==> config.mk <==
export PLATFORM = sky130hd
export DESIGN_NAME = tcmp_timer
export DESIGN_NICKNAME = d
export VERILOG_FILES = /design/src/common/tcmp_pkg.sv /design/src/core/tcmp_tick_div.sv /design/src/core/tcmp_apb_slave.sv /design/src/core/tcmp_timer.sv
export SDC_FILE = /design/constraint.sdc
export NUM_CORES = 1
export LEC_CHECK = 0
export BUFFER_PORTS_ARGS = -buffer_cell sky130_fd_sc_hd__clkbuf_2
export CAP_MARGIN = 10
export CORE_MARGIN = 8
export CORE_UTILIZATION = 35
export DETAILED_ROUTE_END_ITERATION = 6
export SLEW_MARGIN = 20
export SYNTH_ARGS = -nofsm -noshare
export SYNTH_HDL_FRONTEND = slang
export SYNTH_SLANG_ARGS = --single-unit
==> constraint.sdc <==
create_clock -name SYS_CLK -period 2.7 [get_ports SYS_CLK]
set_input_delay 0.54 -clock SYS_CLK [delete_from_list [all_inputs] [get_ports SYS_CLK]]
set_output_delay 0.54 -clock SYS_CLK [all_outputs]
set_load 0.02 [all_outputs]
==> src/common/tcmp_pkg.sv <==
// How it works
// - Counter and compare value compared always; equality sets match flag next tick.
// - Match flag with interrupt enable raises interrupt; acknowledge clears the flag.
// - Writing one to the match flag bit clears it; zero does nothing.
// - PWM modes buffer compare value until top or bottom; other modes bypass.
// - CPU compare accesses hit buffer when buffering, live register otherwise.
// - Force strobe in non-PWM modes acts on output only, no flag or clear.
// - Counter write blocks compare matches during the next timer tick.
// - Nonzero output mode makes waveform output replace port data; direction unchanged.
// - Output mode zero leaves the waveform output register unchanged on matches.
// - Output mode is not buffered; takes effect at the first following match.
// - Waveform output register keeps its value across waveform mode changes.
// - Counting depends only on waveform mode; output mode never alters counting.
// - Mode 0 always increments, never clears on match, wraps 0xFF to 0x00.
// - Normal mode overflow flag sets when count becomes zero; acknowledge clears it.
// - Mode 2 clears counter the tick after it equals the compare value.
// - Compare value written below count in mode 2: count wraps through 0xFF first.
// - Toggle mode in mode 2 toggles output on every match.
// - Mode 2 overflow flag sets when counter passes from maximum to 0x00.
// - CPU counter write beats any clear or count in the same cycle.
// - Clock source zero stops the timer; CPU access still works.
// - Bottom is 0x00, maximum 0xFF, top is maximum or compare value by mode.
package tcmp_pkg;
  localparam logic [11:0] ADDR_CTRL = 12'h000;
  localparam logic [11:0] ADDR_COUNT = 12'h004;
  localparam logic [11:0] ADDR_COMPARE = 12'h008;
  localparam logic [11:0] ADDR_FLAGS = 12'h00C;
  localparam logic [11:0] ADDR_IRQEN = 12'h010;
  localparam logic [11:0] ADDR_FORCE = 12'h014;
  localparam logic [11:0] ADDR_PORT = 12'h018;
  localparam int CTRL_WGM_LSB = 0;
  localparam int CTRL_COM_LSB = 2;
  localparam int CTRL_CS_LSB = 4;
  localparam int FLAG_MATCH_BIT = 0;
  localparam int FLAG_OVF_BIT = 1;
  localparam int PORT_DATA_BIT = 0;
  localparam int PORT_DIR_BIT = 1;
  localparam logic [7:0] BOTTOM = 8'h00;
  localparam logic [7:0] MAXV = 8'hFF;
  localparam logic [1:0] WGM_NORMAL = 2'h0;
  localparam logic [1:0] WGM_PCPWM = 2'h1;
  localparam logic [1:0] WGM_CLEAR = 2'h2;
  localparam logic [1:0] WGM_FAST = 2'h3;
  localparam logic [1:0] COM_NONE = 2'h0;
  localparam logic [1:0] COM_TOGGLE = 2'h1;
  localparam logic [1:0] COM_CLEAR = 2'h2;
  localparam logic [1:0] COM_SET = 2'h3;
  localparam logic [2:0] CS_STOP = 3'h0;
  localparam logic [2:0] CS_DIRECT = 3'h1;
  localparam logic [31:0] RESET_WORD = 32'h0000_0000;

  typedef struct packed {
    logic [2:0] clock_source_sel;
    logic [1:0] compare_output_mode;
    logic [1:0] waveform_mode_sel;
  } tcmp_ctrl_t;

  typedef struct packed {
    logic wr;
    logic [11:0] addr;
    logic [31:0] wdata;
  } tcmp_wreq_t;
endpackage

==> src/core/tcmp_tick_div.sv <==
`timescale 1ns/1ps
module tcmp_tick_div (
  input wire logic clk,
  input wire logic rst_n,
  input wire logic [2:0] sel,
  output logic tick
);
  typedef struct packed {
    logic [9:0] cnt;
  } tcmp_div_state_t;
  tcmp_div_state_t state_reg;
  tcmp_div_state_t state_next;
  logic [9:0] mask;

  always_comb begin
    unique case (sel)
      3'h1: mask = 10'h000;
      3'h2: mask = 10'h007;
      3'h3: mask = 10'h01F;
      3'h4: mask = 10'h03F;
      3'h5: mask = 10'h07F;
      3'h6: mask = 10'h0FF;
      3'h7: mask = 10'h3FF;
      default: mask = 10'h000;
    endcase
  end

  always_comb begin
    state_next = state_reg;
    state_next.cnt = 10'(state_reg.cnt + 10'h001);
    if (sel == tcmp_pkg::CS_STOP) begin
      state_next.cnt = 10'h000;
    end
  end

  // Stop selection gives no tick
  assign tick = (sel != tcmp_pkg::CS_STOP) && ((state_reg.cnt & mask) == 10'h000);

  always_ff @(posedge clk) begin
    if (!rst_n) begin
      state_reg <= '0;
    end else begin
      state_reg <= state_next;
    end
  end
endmodule

==> src/core/tcmp_apb_slave.sv <==
`timescale 1ns/1ps
module tcmp_apb_slave (
  input wire logic clk,
  input wire logic rst_n,
  input wire logic psel,
  input wire logic penable,
  input wire logic pwrite,
  input wire logic [11:0] paddr,
  input wire logic [31:0] pwdata,
  input wire logic [31:0] rd_word,
  output logic [31:0] prdata,
  output logic pready,
  output logic pslverr,
  output tcmp_pkg::tcmp_wreq_t wreq,
  output logic [11:0] rd_addr
);
  typedef struct packed {
    logic [31:0] rdata;
  } tcmp_apb_state_t;
  tcmp_apb_state_t state_reg;
  tcmp_apb_state_t state_next;
  logic mapped;

  assign mapped = (paddr <= tcmp_pkg::ADDR_PORT) && (paddr[1:0] == 2'h0);
  assign pready = 1'b1;
  assign pslverr = psel && penable && !mapped;
  assign rd_addr = paddr;
  assign prdata = state_reg.rdata;
  assign wreq.wr = psel && penable && pwrite && mapped;
  assign wreq.addr = paddr;
  assign wreq.wdata = pwdata;

  // Read data captured in setup so it is registered at access
  always_comb begin
    state_next = state_reg;
    if (psel && !penable) begin
      state_next.rdata = (!pwrite && mapped) ? rd_word : tcmp_pkg::RESET_WORD;
    end
  end

  always_ff @(posedge clk) begin
    if (!rst_n) begin
      state_reg <= '0;
    end else begin
      state_reg <= state_next;
    end
  end
endmodule

==> src/core/tcmp_timer.sv <==
`timescale 1ns/1ps
module tcmp_timer (
  input wire logic SYS_CLK,
  input wire logic RESET_N,
  input wire logic PSEL,
  input wire logic PENABLE,
  input wire logic PWRITE,
  input wire logic [11:0] PADDR,
  input wire logic [31:0] PWDATA,
  output logic [31:0] PRDATA,
  output logic PREADY,
  output logic PSLVERR,
  input wire logic MATCH_IRQ_ACK,
  input wire logic OVF_IRQ_ACK,
  output logic MATCH_IRQ,
  output logic OVF_IRQ,
  output logic PIN_OUT,
  output logic PIN_OE
);
  typedef struct packed {
    tcmp_pkg::tcmp_ctrl_t ctrl;
    logic [7:0] count_value;
    logic [7:0] compare_value;
    logic [7:0] compare_buf;
    logic compare_match_flag;
    logic overflow_flag;
    logic compare_irq_enable;
    logic overflow_irq_enable;
    logic waveform_output;
    logic port_data;
    logic output_pin_direction;
    logic block_match;
    logic count_down;
    logic pin_out;
    logic pin_oe;
  } tcmp_state_t;

  tcmp_state_t state_reg;
  tcmp_state_t state_next;
  tcmp_pkg::tcmp_wreq_t wreq;
  logic [11:0] rd_addr;
  logic [31:0] rd_word;
  logic tick;
  logic pwm;
  logic match;
  logic wr_ctrl;
  logic wr_count;
  logic wr_compare;
  logic wr_flags;
  logic wr_irqen;
  logic wr_force;
  logic wr_port;
  logic [1:0] wgm;
  logic [1:0] com;
  logic at_top;
  logic at_bottom;
  logic wave_event;
  logic wave_up;

  tcmp_apb_slave u_apb (
    .clk(SYS_CLK),
    .rst_n(RESET_N),
    .psel(PSEL),
    .penable(PENABLE),
    .pwrite(PWRITE),
    .paddr(PADDR),
    .pwdata(PWDATA),
    .rd_word(rd_word),
    .prdata(PRDATA),
    .pready(PREADY),
    .pslverr(PSLVERR),
    .wreq(wreq),
    .rd_addr(rd_addr)
  );

  tcmp_tick_div u_div (
    .clk(SYS_CLK),
    .rst_n(RESET_N),
    .sel(state_reg.ctrl.clock_source_sel),
    .tick(tick)
  );

  assign wgm = state_reg.ctrl.waveform_mode_sel;
  assign com = state_reg.ctrl.compare_output_mode;
  assign pwm = (wgm == tcmp_pkg::WGM_PCPWM) || (wgm == tcmp_pkg::WGM_FAST);
  assign wr_ctrl = wreq.wr && (wreq.addr == tcmp_pkg::ADDR_CTRL);
  assign wr_count = wreq.wr && (wreq.addr == tcmp_pkg::ADDR_COUNT);
  assign wr_compare = wreq.wr && (wreq.addr == tcmp_pkg::ADDR_COMPARE);
  assign wr_flags = wreq.wr && (wreq.addr == tcmp_pkg::ADDR_FLAGS);
  assign wr_irqen = wreq.wr && (wreq.addr == tcmp_pkg::ADDR_IRQEN);
  assign wr_force = wreq.wr && (wreq.addr == tcmp_pkg::ADDR_FORCE) && wreq.wdata[0];
  assign wr_port = wreq.wr && (wreq.addr == tcmp_pkg::ADDR_PORT);

  // Live comparison, masked for a tick after a counter write
  assign match = (state_reg.count_value == state_reg.compare_value) && !state_reg.block_match;
  assign at_bottom = state_reg.count_value == tcmp_pkg::BOTTOM;
  assign at_top = (wgm == tcmp_pkg::WGM_CLEAR) ?
                  (state_reg.count_value == state_reg.compare_value) :
                  (state_reg.count_value == tcmp_pkg::MAXV);

  // Register reads
  always_comb begin
    rd_word = tcmp_pkg::RESET_WORD;
    unique case (rd_addr)
      tcmp_pkg::ADDR_CTRL: rd_word[6:0] = state_reg.ctrl;
      tcmp_pkg::ADDR_COUNT: rd_word[7:0] = state_reg.count_value;
      tcmp_pkg::ADDR_COMPARE: rd_word[7:0] = pwm ? state_reg.compare_buf :
                                               state_reg.compare_value;
      tcmp_pkg::ADDR_FLAGS: begin
        rd_word[tcmp_pkg::FLAG_MATCH_BIT] = state_reg.compare_match_flag;
        rd_word[tcmp_pkg::FLAG_OVF_BIT] = state_reg.overflow_flag;
      end
      tcmp_pkg::ADDR_IRQEN: begin
        rd_word[tcmp_pkg::FLAG_MATCH_BIT] = state_reg.compare_irq_enable;
        rd_word[tcmp_pkg::FLAG_OVF_BIT] = state_reg.overflow_irq_enable;
      end
      tcmp_pkg::ADDR_PORT: begin
        rd_word[tcmp_pkg::PORT_DATA_BIT] = state_reg.port_data;
        rd_word[tcmp_pkg::PORT_DIR_BIT] = state_reg.output_pin_direction;
        rd_word[2] = state_reg.waveform_output;
      end
      default: rd_word = tcmp_pkg::RESET_WORD;
    endcase
  end

  // Waveform action selection
  always_comb begin
    wave_event = 1'b0;
    wave_up = state_reg.waveform_output;
    if (!pwm) begin
      wave_event = (tick && match) || wr_force;
      unique case (com)
        tcmp_pkg::COM_TOGGLE: wave_up = !state_reg.waveform_output;
        tcmp_pkg::COM_CLEAR: wave_up = 1'b0;
        tcmp_pkg::COM_SET: wave_up = 1'b1;
        default: wave_up = state_reg.waveform_output;
      endcase
    end else if (wgm == tcmp_pkg::WGM_FAST) begin
      if (tick && match) begin
        wave_event = 1'b1;
        unique case (com)
          tcmp_pkg::COM_TOGGLE: wave_up = !state_reg.waveform_output;
          tcmp_pkg::COM_CLEAR: wave_up = 1'b0;
          tcmp_pkg::COM_SET: wave_up = 1'b1;
          default: wave_up = state_reg.waveform_output;
        endcase
      end else if (tick && at_top) begin
        wave_event = com[1];
        wave_up = !com[0];
      end
    end else if (tick && match) begin
      wave_event = com[1];
      wave_up = com[0] ^ state_reg.count_down;
    end
  end

  always_comb begin
    state_next = state_reg;
    if (wr_ctrl) begin
      state_next.ctrl = wreq.wdata[6:0];
    end
    if (wr_irqen) begin
      state_next.compare_irq_enable = wreq.wdata[tcmp_pkg::FLAG_MATCH_BIT];
      state_next.overflow_irq_enable = wreq.wdata[tcmp_pkg::FLAG_OVF_BIT];
    end
    if (wr_port) begin
      state_next.port_data = wreq.wdata[tcmp_pkg::PORT_DATA_BIT];
      state_next.output_pin_direction = wreq.wdata[tcmp_pkg::PORT_DIR_BIT];
    end
    if (wr_compare) begin
      if (pwm) begin
        state_next.compare_buf = wreq.wdata[7:0];
      end else begin
        state_next.compare_value = wreq.wdata[7:0];
        state_next.compare_buf = wreq.wdata[7:0];
      end
    end
    // Flag clears first so a hardware set below wins
    if (wr_flags && wreq.wdata[tcmp_pkg::FLAG_MATCH_BIT]) begin
      state_next.compare_match_flag = 1'b0;
    end
    if (wr_flags && wreq.wdata[tcmp_pkg::FLAG_OVF_BIT]) begin
      state_next.overflow_flag = 1'b0;
    end
    if (MATCH_IRQ_ACK) begin
      state_next.compare_match_flag = 1'b0;
    end
    if (OVF_IRQ_ACK) begin
      state_next.overflow_flag = 1'b0;
    end
    if (tick) begin
      state_next.block_match = 1'b0;
      if (match) begin
        state_next.compare_match_flag = 1'b1;
      end
      // Counting sequence set by waveform mode only
      unique case (wgm)
        tcmp_pkg::WGM_CLEAR: begin
          state_next.count_value = (state_reg.count_value == state_reg.compare_value) ?
                                   tcmp_pkg::BOTTOM :
                                   8'(state_reg.count_value + 8'h01);
          if (state_reg.count_value == tcmp_pkg::MAXV) begin
            state_next.overflow_flag = 1'b1;
          end
        end
        tcmp_pkg::WGM_PCPWM: begin
          if (state_reg.count_down) begin
            state_next.count_value = 8'(state_reg.count_value - 8'h01);
            state_next.count_down = state_reg.count_value != 8'h01;
          end else begin
            state_next.count_value = 8'(state_reg.count_value + 8'h01);
            state_next.count_down = state_reg.count_value == 8'hFE;
          end
          if (at_bottom) begin
            state_next.overflow_flag = 1'b1;
            state_next.compare_value = state_reg.compare_buf;
          end
        end
        default: begin
          state_next.count_value = 8'(state_reg.count_value + 8'h01);
          if (state_reg.count_value == tcmp_pkg::MAXV) begin
            state_next.overflow_flag = 1'b1;
            if (wgm == tcmp_pkg::WGM_FAST) begin
              state_next.compare_value = state_reg.compare_buf;
            end
          end
        end
      endcase
    end
    if (wave_event) begin
      state_next.waveform_output = wave_up;
    end
    if (!pwm) begin
      state_next.count_down = 1'b0;
    end
    if (wr_count) begin
      state_next.count_value = wreq.wdata[7:0];
      state_next.block_match = 1'b1;
    end
    state_next.pin_out = (com != tcmp_pkg::COM_NONE) ? state_next.waveform_output :
                         state_next.port_data;
    state_next.pin_oe = state_next.output_pin_direction;
  end

  assign MATCH_IRQ = state_reg.compare_match_flag && state_reg.compare_irq_enable;
  assign OVF_IRQ = state_reg.overflow_flag && state_reg.overflow_irq_enable;
  assign PIN_OUT = state_reg.pin_out;
  assign PIN_OE = state_reg.pin_oe;

  always_ff @(posedge SYS_CLK) begin
    if (!RESET_N) begin
      state_reg <= '0;
    end else begin
      state_reg <= state_next;
    end
  end
endmodule

==> impl_metrics.csv <==
group,metric,value,unit
run_status,status,"finished, final reports clean",
critical_path,crit_arrival,2140,ps
global_route,grt_usage,0.161,
routing,drtPass1Iterations,5,
timing,maxSlewViolCount,0,
timing,fin_skew,6.42,ps
hold_path,hold_path_end,"u_apb.prdata[1]$_SDFFE_PN0P_",
layout,antenna_cells,0,
critical_path,worstSetupPathType,"in2out",
global_route,use_met3,0.0368,
global_route,grt_max_degree,36,
routing,drc,0,
timing,period_minus_slack,2680,ps
logic_synthesis,ys_seq_area_frac,0.298,
clock_network,clockBufferDepth,2,
global_route,use_met1,0.214,
clock_network,cts_buffers,9,
timing,maxSlewHeadroom,0.530,
timing,hold_viol_final,0,
critical_path,rr_worst_depth,7,
floorplan,fp-row-count,39,
logic_synthesis,ys_ff_latch,59,
logic_synthesis,ys_types,64,
critical_path,startpoint_type,"input port",
clock_network,cts-htree-levels,3,
routing,vias_per_cell,5.58,
power,pwr-share-clk,0.541,
layout,largest_reg_flops,35,
clock_network,cts_tree,"yes",
clock_network,post-cts-setup-buffer-count,0,
critical_path,r2r_end,"PIN_OUT$_SDFF_PN0_",
critical_path,r2r_start,"state_reg[28]$_SDFFE_PN0P_",
routing,vias,3932,
global_route,grt.busiest_layer,"met2",
power,peakVddDrop,0.000257,V
routing,drtIter0Drc,306,
floorplan,die_area,15000,µm²
logic_synthesis,avgSynthCellArea,8.03,µm²
layout,synthToLayoutAreaGrowth,20.4,%
timing,setup_viol,0,
timing,setup_tns,0,ps
global_route,antenna_found_initial,0,
clock_network,path_clk_slew,50,ps
place,place.gp.congestion,0.875,
timing,period_share,0.992,
power,powerDensity,447,nW/µm²
clock_network,clk_latency,340,ps
hold_path,min_from,"u_apb.prdata[1]$_SDFFE_PN0P_",
place,port-buffer-count,39,
logic_synthesis,synth-main-ff-cell,"dfxtp_1",
power,leakage,1.96,nW
critical_path,ff2ff_setup_slack,230,ps
run,drv_cap,0,
logic_synthesis,ys_warn_count,0,
timing,tightest_slew,705,ps
routing,postRouteAntennaNets,0,
clock_network,ctsHoldBuffers,0,
power,combinationalPowerShare,0.051,
floorplan,ioPinCount,89,
clock_network,cts_sinks,59,
logic_synthesis,synth.cell_area,3970,µm²
critical_path,cp_max_fo,7,
critical_path,required,2160,ps
floorplan,fp.dieW,122,µm
timing,max_freq,0.373,GHz
layout,layout-drive-gt1-share,0.210,
logic_synthesis,synth-edff-count,0,
power,p_int,0.00162,W
power,switchingPower,0.000519,W
hold_path,hold_path.class,"reg2reg",
place,place_hpwl,8.69,mm
global_route,use_met2,0.251,
power,swShare,0.243,
global_route,overflow,0,
timing,rsz0062_at_grt,"true",
layout,fin_nets,617,
routing,wl,11.8,mm
layout,post-route-util,0.426,
hold_path,holdPathStages,2,
floorplan,die_y,122,µm
floorplan,core-area,11200,µm²
power,total_power,0.00214,W
logic_synthesis,netlist_instances,494,
clock_network,cts_root_buf,"clkbuf_16",
global_route,grt_pass1_vias,3837,
logic_synthesis,ys_async_sr_fraction,0,
global_route,grt_pass1_wl,19.2,mm
critical_path,cp-end-kind,"output pin",
routing,avgRoutedWirePerCell,16.8,µm
floorplan,initial_core_util,0.354,
power,seqPwrFrac,0.408,
worst max-delay path by stage:
stage	startpoint	endpoint	slack (ps)	cells past startpoint
floorplan	PADDR[7]	state_reg[26]$_SDFF_PN0_	-150	8
CTS	PADDR[7]	PSLVERR	10	7
global route	PADDR[7]	PSLVERR	-40	7
detailed placement	PADDR[7]	u_apb.prdata[0]$_SDFFE_PN0P_	-220	8
finish	PADDR[7]	PSLVERR	20	7
global placement	PADDR[7]	u_apb.prdata[1]$_SDFFE_PN0P_	-160	9
synthesized netlist by cell type, drive strengths merged, types with 9 or more instances:
cell / instances / area, µm²
dfxtp: 59 / 1180
nor3: 12 / 76.3
nand3: 19 / 95.1
and2: 12 / 77.6
nor2: 26 / 100
inv: 10 / 37.5
a211oi: 9 / 67.6
clkbuf: 21 / 78.8
o21ai: 29 / 145
mux2: 9 / 101
ha: 9 / 113
xnor2: 10 / 87.6
nand2: 64 / 255
nor2b: 9 / 56.3
a21oi: 24 / 120
buf: 28 / 208
mux2i: 18 / 180
nand2b: 10 / 62.6
a21boi: 14 / 105
worst max-delay path, cell delays in order:
cell      delay (ps)
clkbuf_2          80
or4_4            520
or4_4            500
a31oi_1          160
buf_4            150
nor2_1            40
buf_4            150
power by group through the flow:
stage	clock (W)	sequential [W]	combinational (W)
2_1_floorplan	0	0.000890	0.0000908
3_3_place_gp	0	0.000890	0.000106
3_5_place_dp	0	0.000890	0.000107
4_1_cts	0.00118	0.000871	0.000107
5_1_grt	0.00122	0.000870	0.000118
6_report	0.00116	0.000871	0.000109
through the flow:
stage          hold WS [ps]  area, µm²  instances  setup slack, ps
2_1_floorplan           449       4070        517             -154
3_3_place_gp            458       4480        689             -164
3_5_place_dp            476       4480        689             -219
4_1_cts                 482       4780        705             10.5
5_1_grt                 500       4780        705            -38.4
6_report                478       4780        705             21.0
cells by family after synthesis:
kind of cell | count (synthesis) | synth area share
simple gates | 190 | 0.253
compound gates | 133 | 0.234
flops | 59 | 0.298
buf+inv | 59 | 0.0817
mux | 27 | 0.0709
xor+xnor | 15 | 0.0331
fa+ha+maj | 9 | 0.0284
other cells | 2 | 0.00189
routing by layer:
layer | vias to the layer above | routed length [µm]
met5 | - | 0
met2 | 139 | 5310
met3 | 14 | 761
li1 | 1908 | -
met4 | 0 | 201
met1 | 1871 | 5540
layout by cell type, fill, tap and decap left out, types with 18 or more instances in the layout:
| master | count |
|---|---|
| clkbuf_2 | 38 |
| conb_1 | 25 |
| a21oi_1 | 24 |
| nor2_1 | 25 |
| o21ai_0 | 28 |
| buf_4 | 38 |
| nand3_1 | 19 |
| nand2_1 | 60 |
| dfxtp_1 | 59 |
| mux2i_1 | 18 |
layout make-up:
class / instances / area [µm²]
Fill cell: 1142 / 6440
Tap cell: 143 / 179
Clock inverter: 7 / 76.3
Timing Repair Buffer: 78 / 515
Multi-Input combinational cell: 399 / 2560
Sequential cell: 59 / 1180
Clock buffer: 9 / 225
Inverter: 10 / 37.5
timing repair:
action                                  in CTS  in global routing
gates resized for setup                      0                  2
cloned                                       0                  0
pin swaps                                    1                  0
endpoints found under the setup margin       1                  2
Power figures use the tool's default switching activity.
